`src/sirq_consts.svh`:
```
// Offsets, field positions, reset values and timing counts of the serial interrupt host.
`ifndef SIRQ_CONSTS_SVH
`define SIRQ_CONSTS_SVH
`define SIRQ_CTRL_OFFSET   8'h64
`define SIRQ_CTRL_RESET    8'h00
`define SIRQ_CTRL_EN_BIT   7
`define SIRQ_CTRL_CONT_BIT 6
`define SIRQ_CTRL_WID_HI   1
`define SIRQ_CTRL_WID_LO   0
`define SIRQ_NUM_FRAMES    21
`define SIRQ_START_W0      3'h4
`define SIRQ_START_W1      3'h6
`define SIRQ_START_W2      3'h0
`define SIRQ_STOP_QUIET    3'h2
`define SIRQ_STOP_CONT     3'h3
`define SIRQ_FR_SMI        2
`define SIRQ_FR_IRQ14      14
`define SIRQ_FR_IO_CHANNEL_CHECK_ALT      16
`define SIRQ_FR_PCI_A      17
`define SIRQ_FIFO_DEPTH    8
`endif

```
`src/sirq_pkg.sv`:
```
// Types shared by the serial interrupt host.
package sirq_pkg;
   typedef enum logic [2:0] {
      SIRQ_IDLE  = 3'b000,
      SIRQ_START = 3'b001,
      SIRQ_REC   = 3'b010,
      SIRQ_TA    = 3'b011,
      SIRQ_DATA  = 3'b100,
      SIRQ_STOP  = 3'b101,
      SIRQ_SREC  = 3'b110,
      SIRQ_STA   = 3'b111
   } sirq_state_e;
   typedef logic [20:0] sirq_word_t;
endpackage

```
`src/sirq_host.sv`:
```
// Serial interrupt host engine with its sampled-frame buffer.
`timescale 1ns/10ps
`include "sirq_consts.svh"

// --------------------------------------------------------------------------
// Frame buffer
// --------------------------------------------------------------------------
module sirq_fifo #(
   parameter int WIDTH = 21,
   parameter int DEPTH = 8
) (
   input  wire logic             clk,
   input  wire logic             sys_rst,
   input  wire logic             in_valid,
   output logic                  in_ready,
   input  wire logic [WIDTH-1:0] in_data,
   output logic                  out_valid,
   input  wire logic             out_ready,
   output logic      [WIDTH-1:0] out_data
);
   localparam int AW = $clog2(DEPTH);
   logic [WIDTH-1:0] mem [DEPTH];
   logic [AW-1:0]    wr_ptr;
   logic [AW-1:0]    rd_ptr;
   logic [AW:0]      count;
   logic             push;
   logic             pop;

   assign push      = in_valid && in_ready;
   assign pop       = out_valid && out_ready;
   assign in_ready  = (count != (AW+1)'(DEPTH));
   assign out_valid = (count != '0);
   assign out_data  = mem[rd_ptr];

   always_ff @(posedge clk) begin
      if (push) begin
         mem[wr_ptr] <= in_data;
      end
   end

   always_ff @(posedge clk) begin
      if (sys_rst) begin
         wr_ptr <= '0;
         rd_ptr <= '0;
         count  <= '0;
      end else begin
         if (push) begin
            wr_ptr <= (wr_ptr == AW'(DEPTH-1)) ? '0 : wr_ptr + 1'b1;
         end
         if (pop) begin
            rd_ptr <= (rd_ptr == AW'(DEPTH-1)) ? '0 : rd_ptr + 1'b1;
         end
         count <= count + (AW+1)'(push) - (AW+1)'(pop);
      end
   end
endmodule

module sirq_host #(
   parameter int FIFO_DEPTH = `SIRQ_FIFO_DEPTH
) (
   input  wire logic                 clk,
   input  wire logic                 sys_rst,
   input  wire logic                 cfg_wr,
   input  wire logic [7:0]           cfg_addr,
   input  wire logic [7:0]           cfg_wdata,
   output logic      [7:0]           cfg_rdata,
   input  wire logic                 shared_irq_line_in,
   output logic                      shared_irq_line_out,
   output logic                      shared_irq_line_oe,
   input  wire logic                 pci_irq_line_a_n,
   input  wire logic                 pci_irq_line_b_n,
   input  wire logic                 pci_irq_line_c_n,
   input  wire logic                 pci_irq_line_d_n,
   input  wire logic                 timer_heartbeat_irq,
   input  wire logic                 rtc_irq,
   input  wire logic                 fpu_error_irq,
   input  wire logic [1:0]           native_ide_irq,
   input  wire logic                 io_channel_check_alt_n,
   input  wire logic                 smi_status_clr,
   output logic      [15:0]          isa_irq,
   output logic      [3:0]           pci_irq_req_n,
   output logic      [1:0]           bm_ide_irq,
   output logic                      system_mgmt_request,
   output logic                      serial_smi_status_bit,
   output logic                      io_channel_check,
   output logic                      word_valid,
   input  wire logic                 word_ready,
   output sirq_pkg::sirq_word_t      word_data
);
   import sirq_pkg::*;

   sirq_state_e state;
   logic [7:0]  serial_irq_control;
   logic        en_q;
   logic        quiet_mode;
   logic [2:0]  lcnt;
   logic [1:0]  ph;
   logic [4:0]  fidx;
   sirq_word_t  frames;
   logic        push;
   logic        buf_ready;
   logic [2:0]  start_w;
   logic [2:0]  stop_w;
   logic        gap_done;
   logic        enabled;

   // -----------------------------------------------------------------------
   // Control register
   // -----------------------------------------------------------------------
   assign enabled = serial_irq_control[`SIRQ_CTRL_EN_BIT];

   always_ff @(posedge clk) begin
      if (sys_rst) begin
         serial_irq_control <= `SIRQ_CTRL_RESET;
         cfg_rdata          <= 8'h00;
      end else begin
         if (cfg_wr && (cfg_addr == `SIRQ_CTRL_OFFSET)) begin
            serial_irq_control <= cfg_wdata;
         end
         if (cfg_addr == `SIRQ_CTRL_OFFSET) begin
            cfg_rdata <= serial_irq_control;
         end else begin
            cfg_rdata <= 8'h00;
         end
      end
   end

   // Codes 2'b00 and 2'b11 both give the shortest frame, four clocks; a width of zero wraps to eight clocks.
   always_comb begin
      case (serial_irq_control[`SIRQ_CTRL_WID_HI:`SIRQ_CTRL_WID_LO])
         2'b01:   start_w = `SIRQ_START_W1;
         2'b10:   start_w = `SIRQ_START_W2;
         default: start_w = `SIRQ_START_W0;
      endcase
   end

   // Bit 6 picks the stop width and with it the mode of the next cycle.
   assign stop_w = serial_irq_control[`SIRQ_CTRL_CONT_BIT] ? `SIRQ_STOP_CONT
                                                           : `SIRQ_STOP_QUIET;

   // -----------------------------------------------------------------------
   // Frame sequencer and line drive
   // -----------------------------------------------------------------------
   always_ff @(posedge clk) begin
      if (sys_rst) begin
         state               <= SIRQ_IDLE;
         shared_irq_line_out <= 1'b1;
         shared_irq_line_oe  <= 1'b0;
         lcnt                <= 3'h0;
         ph                  <= 2'h0;
         fidx                <= 5'h00;
         frames              <= '1;
         quiet_mode          <= 1'b0;
         en_q                <= 1'b0;
         gap_done            <= 1'b0;
      end else begin
         en_q <= enabled;
         case (state)
            SIRQ_IDLE: begin
               shared_irq_line_oe <= 1'b0;
               gap_done           <= 1'b1;
               if (enabled && en_q && buf_ready) begin
                  if (!quiet_mode && gap_done) begin
                     state               <= SIRQ_START;
                     lcnt                <= start_w - 3'h1;
                     shared_irq_line_out <= 1'b0;
                     shared_irq_line_oe  <= 1'b1;
                  end else if (quiet_mode && !shared_irq_line_in) begin
                     state               <= SIRQ_START;
                     lcnt                <= start_w - 3'h2;
                     shared_irq_line_out <= 1'b0;
                     shared_irq_line_oe  <= 1'b1;
                  end
               end
            end
            SIRQ_START: begin
               if (lcnt == 3'h0) begin
                  state               <= SIRQ_REC;
                  shared_irq_line_out <= 1'b1;
               end else begin
                  lcnt <= lcnt - 3'h1;
               end
            end
            SIRQ_REC: begin
               state              <= SIRQ_TA;
               shared_irq_line_oe <= 1'b0;
               ph                 <= 2'h0;
               fidx               <= 5'h00;
            end
            SIRQ_TA: begin
               state <= SIRQ_DATA;
            end
            SIRQ_DATA: begin
               if (ph == 2'h0) begin
                  frames[fidx] <= shared_irq_line_in;
               end
               if (ph == 2'h2) begin
                  ph <= 2'h0;
                  if (fidx == 5'(`SIRQ_NUM_FRAMES - 1)) begin
                     state               <= SIRQ_STOP;
                     lcnt                <= stop_w - 3'h1;
                     shared_irq_line_out <= 1'b0;
                     shared_irq_line_oe  <= 1'b1;
                  end else begin
                     fidx <= fidx + 5'h01;
                  end
               end else begin
                  ph <= ph + 2'h1;
               end
            end
            SIRQ_STOP: begin
               if (lcnt == 3'h0) begin
                  state               <= SIRQ_SREC;
                  shared_irq_line_out <= 1'b1;
                  quiet_mode          <= (stop_w == `SIRQ_STOP_QUIET);
               end else begin
                  lcnt <= lcnt - 3'h1;
               end
            end
            SIRQ_SREC: begin
               state              <= SIRQ_STA;
               shared_irq_line_oe <= 1'b0;
            end
            default: begin
               state    <= SIRQ_IDLE;
               gap_done <= 1'b0;
            end
         endcase
         if (enabled && !en_q) begin
            quiet_mode <= 1'b0;
         end
      end
   end

   // A cycle's word is pushed as the stop frame begins.
   assign push = (state == SIRQ_DATA) && (ph == 2'h2)
              && (fidx == 5'(`SIRQ_NUM_FRAMES - 1));

   // -----------------------------------------------------------------------
   // Slot decode
   // -----------------------------------------------------------------------
   always_ff @(posedge clk) begin
      if (sys_rst) begin
         isa_irq             <= 16'h0000;
         pci_irq_req_n       <= 4'hf;
         bm_ide_irq          <= 2'h0;
         system_mgmt_request <= 1'b0;
         io_channel_check    <= 1'b0;
      end else begin
         isa_irq[0]          <= timer_heartbeat_irq;
         isa_irq[8]          <= rtc_irq;
         isa_irq[13]         <= fpu_error_irq;
         isa_irq[2]          <= 1'b0;
         bm_ide_irq          <= native_ide_irq;
         system_mgmt_request <= push && !frames[`SIRQ_FR_SMI];
         io_channel_check    <= !io_channel_check_alt_n
                             || (push && !frames[`SIRQ_FR_IO_CHANNEL_CHECK_ALT]);
         pci_irq_req_n <= {pci_irq_line_d_n, pci_irq_line_c_n,
                           pci_irq_line_b_n, pci_irq_line_a_n}
                        & frames[`SIRQ_FR_PCI_A+3:`SIRQ_FR_PCI_A];
         if (push) begin
            isa_irq[1]    <= !frames[1];
            isa_irq[7:3]  <= ~frames[7:3];
            isa_irq[12:9] <= ~frames[12:9];
         end
         isa_irq[15:14] <= ~frames[`SIRQ_FR_IRQ14+1:`SIRQ_FR_IRQ14]
                         | native_ide_irq;
      end
   end

   // Set wins over a clear arriving in the same cycle.
   always_ff @(posedge clk) begin
      if (sys_rst) begin
         serial_smi_status_bit <= 1'b0;
      end else if (push && !frames[`SIRQ_FR_SMI]) begin
         serial_smi_status_bit <= 1'b1;
      end else if (smi_status_clr) begin
         serial_smi_status_bit <= 1'b0;
      end
   end

   // -----------------------------------------------------------------------
   // Buffer; a full buffer holds off the next start frame.
   // -----------------------------------------------------------------------
   sirq_fifo #(
      .WIDTH ($bits(sirq_word_t)),
      .DEPTH (FIFO_DEPTH)
   ) u_fifo (
      .clk       (clk),
      .sys_rst   (sys_rst),
      .in_valid  (push),
      .in_ready  (buf_ready),
      .in_data   (frames),
      .out_valid (word_valid),
      .out_ready (word_ready),
      .out_data  (word_data)
   );
endmodule

```
`config.mk`:
```
export PLATFORM = sky130hd
export DESIGN_NAME = sirq_host
export DESIGN_NICKNAME = d
export VERILOG_FILES = /design/src/sirq_pkg.sv /design/src/sirq_host.sv
export VERILOG_INCLUDE_DIRS = /design/src
export SDC_FILE = /design/constraint.sdc
export NUM_CORES = 1
export LEC_CHECK = 0
export BUFFER_PORTS_ARGS = -buffer_cell sky130_fd_sc_hd__buf_2
export CAP_MARGIN = 40
export CORE_UTILIZATION = 40
export DETAILED_ROUTE_END_ITERATION = 6
export PLACE_DENSITY = 0.58
export SYNTH_ARGS = -nofsm -noshare
export SYNTH_HDL_FRONTEND = slang
export SYNTH_SLANG_ARGS = --single-unit
```
`constraint.sdc`:
```
create_clock -name clk -period 9.5 [get_ports clk]
set_clock_uncertainty 0.15 [all_clocks]
set_input_delay 0.95 -clock clk [delete_from_list [all_inputs] [get_ports clk]]
set_output_delay 0.95 -clock clk [all_outputs]
set_load 0.005 [all_outputs]
```
Word-level counts from Yosys, hierarchy flattened
Memories as Yosys holds them, arrays and structs flattened. A register that Yosys moved wholly into a read port is not among the register bits.
Cells that the tools add are included.
{"block": "word_totals", "ram_bits": 168, "word_cells": 154, "mem_count": 1, "input_bits": 32, "ff_bits": 90, "out_inout_bits": 57}
{"block": "op_classes", "reduce_logical": 41, "n_mux": 47, "n_eq_ne": 24, "n_bitwise": 6, "magnitude_cmp": 2, "add_sub_neg": 10}
{"name": "u_fifo.mem", "words": 8, "word_bits": 21, "read_ports": 1, "rd_ports_with_merged_regs": 1, "write_ports": 1, "line_no": "sirq_host.sv:22", "rtl": "logic [WIDTH-1:0] mem [DEPTH];"}
{"op": "$mux W3", "count": 17}
{"op": "$bwmux W21", "count": 1}
{"op": "$pmux W3 S7", "count": 1}
{"op": "$reduce_and A6 Y1", "count": 3}
{"op": "$mux W1", "count": 17}
{"op": "$eq A3 B3 Y1 const B", "count": 5}
{"op": "$ne A2 B2 Y1 const B", "count": 7}
{"op": "$logic_and A1 B1 Y1", "count": 13}
{"op": "$mux W5", "count": 2}
{"op": "$pmux W5 S2", "count": 1}
{"op": "$pmux W3 S3", "count": 1}
{"op": "$eq A8 B7 Y1 const B", "count": 1}
{"op": "$reduce_or A2 Y1", "count": 4}
{"op": "$logic_not A1 Y1", "count": 7}
{"op": "$add A3 B1 Y3 const B", "count": 2}
{"op": "$eq A2 B2 Y1 const B", "count": 3}
{"op": "$eq A3 B2 Y1 const B", "count": 2}
{"op": "$logic_not A3 Y1", "count": 2}
{"op": "$lt A5 B6 Y1 const B", "count": 1}
{"op": "$pmux W1 S3", "count": 2}
{"op": "$pmux W3 S2", "count": 1}
{"op": "$reduce_and A3 Y1", "count": 2}
{"op": "$reduce_bool A3 Y1", "count": 2}
{"op": "$reduce_or A6 Y1", "count": 1}
{"op": "29 further kinds", "count": 32}

Logic depth before layout (Yosys ltp)
{"block": "depth", "ltp_word": 7, "depth_mapped": 12, "mapped_depth_nobuf": 12}

By module
From an unflattened synthesis, not the netlist that was laid out.
{"block": "hier_totals", "hier_cells": 664, "hier_area_um2": 10475.0}
{"mod": "sirq_fifo", "seq_area_each_um2": 5305.1, "cells_per_inst": 323, "instances": 1, "area_per_inst_um2": 7168.1}
{"mod": "sirq_host", "seq_area_each_um2": 1581.5, "cells_per_inst": 341, "instances": 1, "area_per_inst_um2": 3306.9}

Worst setup path after synthesis
OpenSTA, ideal clock, no wires.
{"block": "synth_timing", "path_kind": "flip-flop to flip-flop", "startpoint": "register fidx[0]", "endpoint": "memory u_fifo.mem[2][0], enable pin", "t_arrival_ns": 2.932, "setup_time_ns": 0.425, "period_less_slack_ns": 3.508, "path_buffers": 1, "required_time_ns": 8.925, "path_slack_ns": 5.992, "path_stages_with_launch": 8, "cell_sequence": "dfxtp_1 > inv_1 > ha_1 > buf_2 > nand4b_1 > nor4_4 > nand2_1 > nor3_1"}
{"block": "synth_via", "elab_chain_cells": 5}
{"item": "start, declared", "line_no": "sirq_host.sv:98", "rtl": "logic [4:0] fidx;"}
{"item": "start signal, assigned", "line_no": "sirq_host.sv:205", "rtl": "fidx <= fidx + 5'h01;"}
{"item": "$eq A5 B5 Y1", "line_no": "sirq_host.sv:237", "rtl": "&& (fidx == 5'(`SIRQ_NUM_FRAMES - 1));"}
{"item": "$logic_and A1 B1 Y1", "line_no": "sirq_host.sv:236", "rtl": "assign push = (state == SIRQ_DATA) && (ph == 2'h2)"}
{"item": "$logic_and A1 B1 Y1", "line_no": "sirq_host.sv:29", "rtl": "assign push = in_valid && in_ready;"}
{"item": "net u_fifo.push", "line_no": "sirq_host.sv:26", "rtl": "logic push;"}
{"item": "$mux W1", "line_no": "sirq_host.sv:36", "rtl": "if (push) begin"}
{"item": "$mux W1 (not written as such)", "line_no": "sirq_host.sv:37", "rtl": "mem[wr_ptr] <= in_data;"}
{"item": "end, declared", "line_no": "sirq_host.sv:22"}
The timed path passes the listed nets, and every way through them passes these cells.

==> results.sh <==
export IMPL_status="complete, no violations"
export IMPL_synth_seq_cells=260
export IMPL_ios=89
export IMPL_fin_crit_sh_pct=35.3
export IMPL_syn_avg_cell_area_sq_um=15.6
export IMPL_syn2layout_area_growth_pct=17.0
export IMPL_cts_setup_buffers=0
export IMPL_cts_hold_buf=0
export IMPL_grt_overflow_total=0
export IMPL_worstPathMaxFanout=41
export IMPL_postCtsResizedCells=0
export IMPL_clk_pin_slew_ns=0.06
export IMPL_coreArea_sq_um=25200
export IMPL_period_needed_ns=3.36
export IMPL_grt_pass1_wl_microns=32800
export IMPL_finalWorstSetupSlack_ns=6.14
export IMPL_ys_types=57
export IMPL_tritoncts="yes"
export IMPL_pre_cts_slack_ns=6.47
export IMPL_path_class="flip-flop to output pin"
export IMPL_cts_root_buf="clkbuf_16"
export IMPL_port_buffers=87
export IMPL_crit_cells=5
export IMPL_final_fill_count=2125
export IMPL_grt_start_max_net_pins=87
export IMPL_reg2reg_depth=7
export IMPL_drtIter0Drc=361
export IMPL_dp_cells=1049
export IMPL_worst_path_buf_inv=3
export IMPL_syn_inst=658
export IMPL_yosysWarnings=0
export IMPL_instances_no_fill=1101
export IMPL_syn_cell_area_sq_um=10200
export IMPL_syn_num_nets=708
export IMPL_htree_levels=1
export IMPL_crit_family="multiplexers"
export IMPL_power_density_nw_per_um2=216
export IMPL_fin_setup_tns_ns=0
export IMPL_cts_buffer_depth=3
export IMPL_die_w_microns=162
export IMPL_drc=0
export IMPL_finalHoldViolCount=0
export IMPL_p_leak_uw=0.00416
export IMPL_synth_ff_type="edfxtp_1"
export IMPL_synth_edff_count=168
export IMPL_num_vias=5898
export IMPL_async_reset_ff_share_pct=0
export IMPL_clk_latency_ns=0.54
export IMPL_rsz0062_at_grt="no"
export IMPL_drive_gt1_share_pct=28.1
export IMPL_path_cells="buf_4 > buf_16 > mux4_2 > mux2_2 > buf_2"
export IMPL_chipHeight_microns=162
export IMPL_firstDrtPassIters=4
export IMPL_slew_violations=0
export IMPL_finalWirelength_microns=20700
export IMPL_start_util_pct=40.7
export IMPL_worstPathRequired_ns=8.40
export IMPL_max_freq_mhz=298
export IMPL_antenna_cells=0
export IMPL_endpoint_kind="output pin"
export IMPL_critPathMaxStageDelay_ns=0.55
export IMPL_wl_per_cell_microns=18.8
export IMPL_hp_class="flip-flop to flip-flop"
export IMPL_fp_dieArea_sq_um=26300
export IMPL_cts_buffers_inserted=28
export IMPL_rows=58
export IMPL_seq_area_frac_synth_pct=67.2
export IMPL_final_nets=799
export IMPL_peakVddDrop_mv=0.124
export IMPL_maxSlewHeadroom_pct=40.9
export IMPL_grt_pass1_vias=6034
export IMPL_maxCapViolCount=0
export IMPL_dp_hpwl_microns=12400
export IMPL_antenna_found_initial=1
export IMPL_slowest_stage="mux4_2"
export IMPL_grt_usage_pct=16.1
export IMPL_startpoint_type="flip-flop"
export IMPL_cts_sinks=260
export IMPL_worst_slew_pin_slew_ns=0.887
export IMPL_gp_congestion=0.817
export IMPL_cp_arrival_ns=2.26
export IMPL_setup_violations=0
export IMPL_holdPathStages=2
export IMPL_detail_route_antenna_nets=0
export IMPL_viasPerCell=5.36
## final cells by class
cell class / instances / area (sq um) / area share, %
repair buffers: 103 / 596 / 4.97
flip-flops and latches: 260 / 6890 / 57.5
clock buffers: 41 / 781 / 6.51
inverters: 21 / 78.8 / 0.657
multi-input cells: 335 / 3090 / 25.8
clock inverters: 11 / 139 / 1.16
well taps: 330 / 413 / 3.44
## placed cells by master (no fill, tap or decap), types with 12 or more instances in the layout
master / n
nand2b_1: 15
nor2_1: 48
edfxtp_1: 168
a21oi_1: 21
a41oi_1: 16
mux2_2: 22
a211oi_1: 12
ha_1: 17
nand2_1: 12
mux4_2: 42
dfxtp_1: 91
mux2i_1: 16
a311oi_1: 16
buf_4: 14
buf_2: 87
inv_1: 21
clkbuf_16: 28
## path summary, 6_finish.rpt
check | startpoint | endpoint | slack (ns)
worst min register to register | serial_irq_control[1] | cfg_rdata[1] | 0.32
worst max register to register | fidx[0] | u_fifo.mem[7][18] | 6.48
worst max-delay path | flip-flop | word_data[10] | 6.14
worst min-delay path | serial_irq_control[1] | cfg_rdata[1] | 0.32
## flip-flops by register name (all words and copies together), names as in the netlist, 2 cells and up, named ones only
name	cells
serial_irq_control	8
state	3
pci_irq_req_n	4
u_fifo.count	4
bm_ide_irq	2
cfg_rdata	8
lcnt	3
u_fifo.wr_ptr	3
frames	21
u_fifo.mem	168
u_fifo.rd_ptr	3
fidx	5
isa_irq	15
ph	2
## layer usage
layer,vias to the layer above,global-route usage [%],wire [microns]
li1,2747,-,-
met1,2982,19.7,8760
met2,131,28.5,10400
met3,36,2.99,999
met4,2,4.97,463
met5,-,0,8
## power by group
group          switching [uW]  internal, uW
registers                9.81          1210
logic                     141           173
clock network             416           649
total                     567          2030
## cell families after synthesis
group	share of synthesized area, %
muxes	13.2
and+or+nand+nor	7.06
DFF	67.2
buffers and inverters	2.72
other	0.0366
AOI/OAI and AO/OA	7.26
xor gates and xnor gates	0.256
adders and majority gates	2.27
## stage by stage
step | util (%) | instance area (sq um) | power [uW] | hold slack (ns)
after floorplan | - | 10200 | 1470 | 0.280
after global placement | 43.7 | 11000 | 1540 | 0.293
after detailed placement | 44.0 | 11100 | 1560 | 0.302
after CTS | 47.6 | 12000 | 2630 | 0.327
after global routing | 47.6 | 12000 | 2700 | 0.339
final | 47.6 | 12000 | 2590 | 0.321
## worst min-delay path, stage by stage (launching register included)
cell and delay, ns:
dfxtp_1 0.31, inv_1 0.07, nor3_1 0.05
## synthesized netlist by cell type, types with 4 or more instances
cell | instances | area, sq um
a311oi_1 | 16 | 140
mux2_2 | 22 | 248
buf_2 | 10 | 50.1
a211oi_1 | 12 | 90.1
a41oi_1 | 16 | 140
nand2b_1 | 15 | 93.8
mux4_2 | 42 | 946
clkbuf_1 | 21 | 78.8
nand2_1 | 12 | 45.0
a21oi_1 | 21 | 105
o31ai_1 | 5 | 37.5
a221oi_1 | 4 | 35.0
nand3_1 | 8 | 40.0
a21o_1 | 6 | 45.0
mux2i_1 | 16 | 160
nor3_1 | 10 | 50.1
edfxtp_1 | 168 | 5040
nor2_1 | 48 | 180
ha_1 | 17 | 213
dfxtp_1 | 92 | 1840
inv_1 | 21 | 78.8
nor2b_1 | 8 | 50.1
o21ai_0 | 8 | 40.0
buf_1 | 6 | 22.5
and2_1 | 7 | 43.8
(Power assumes the default switching activity.)
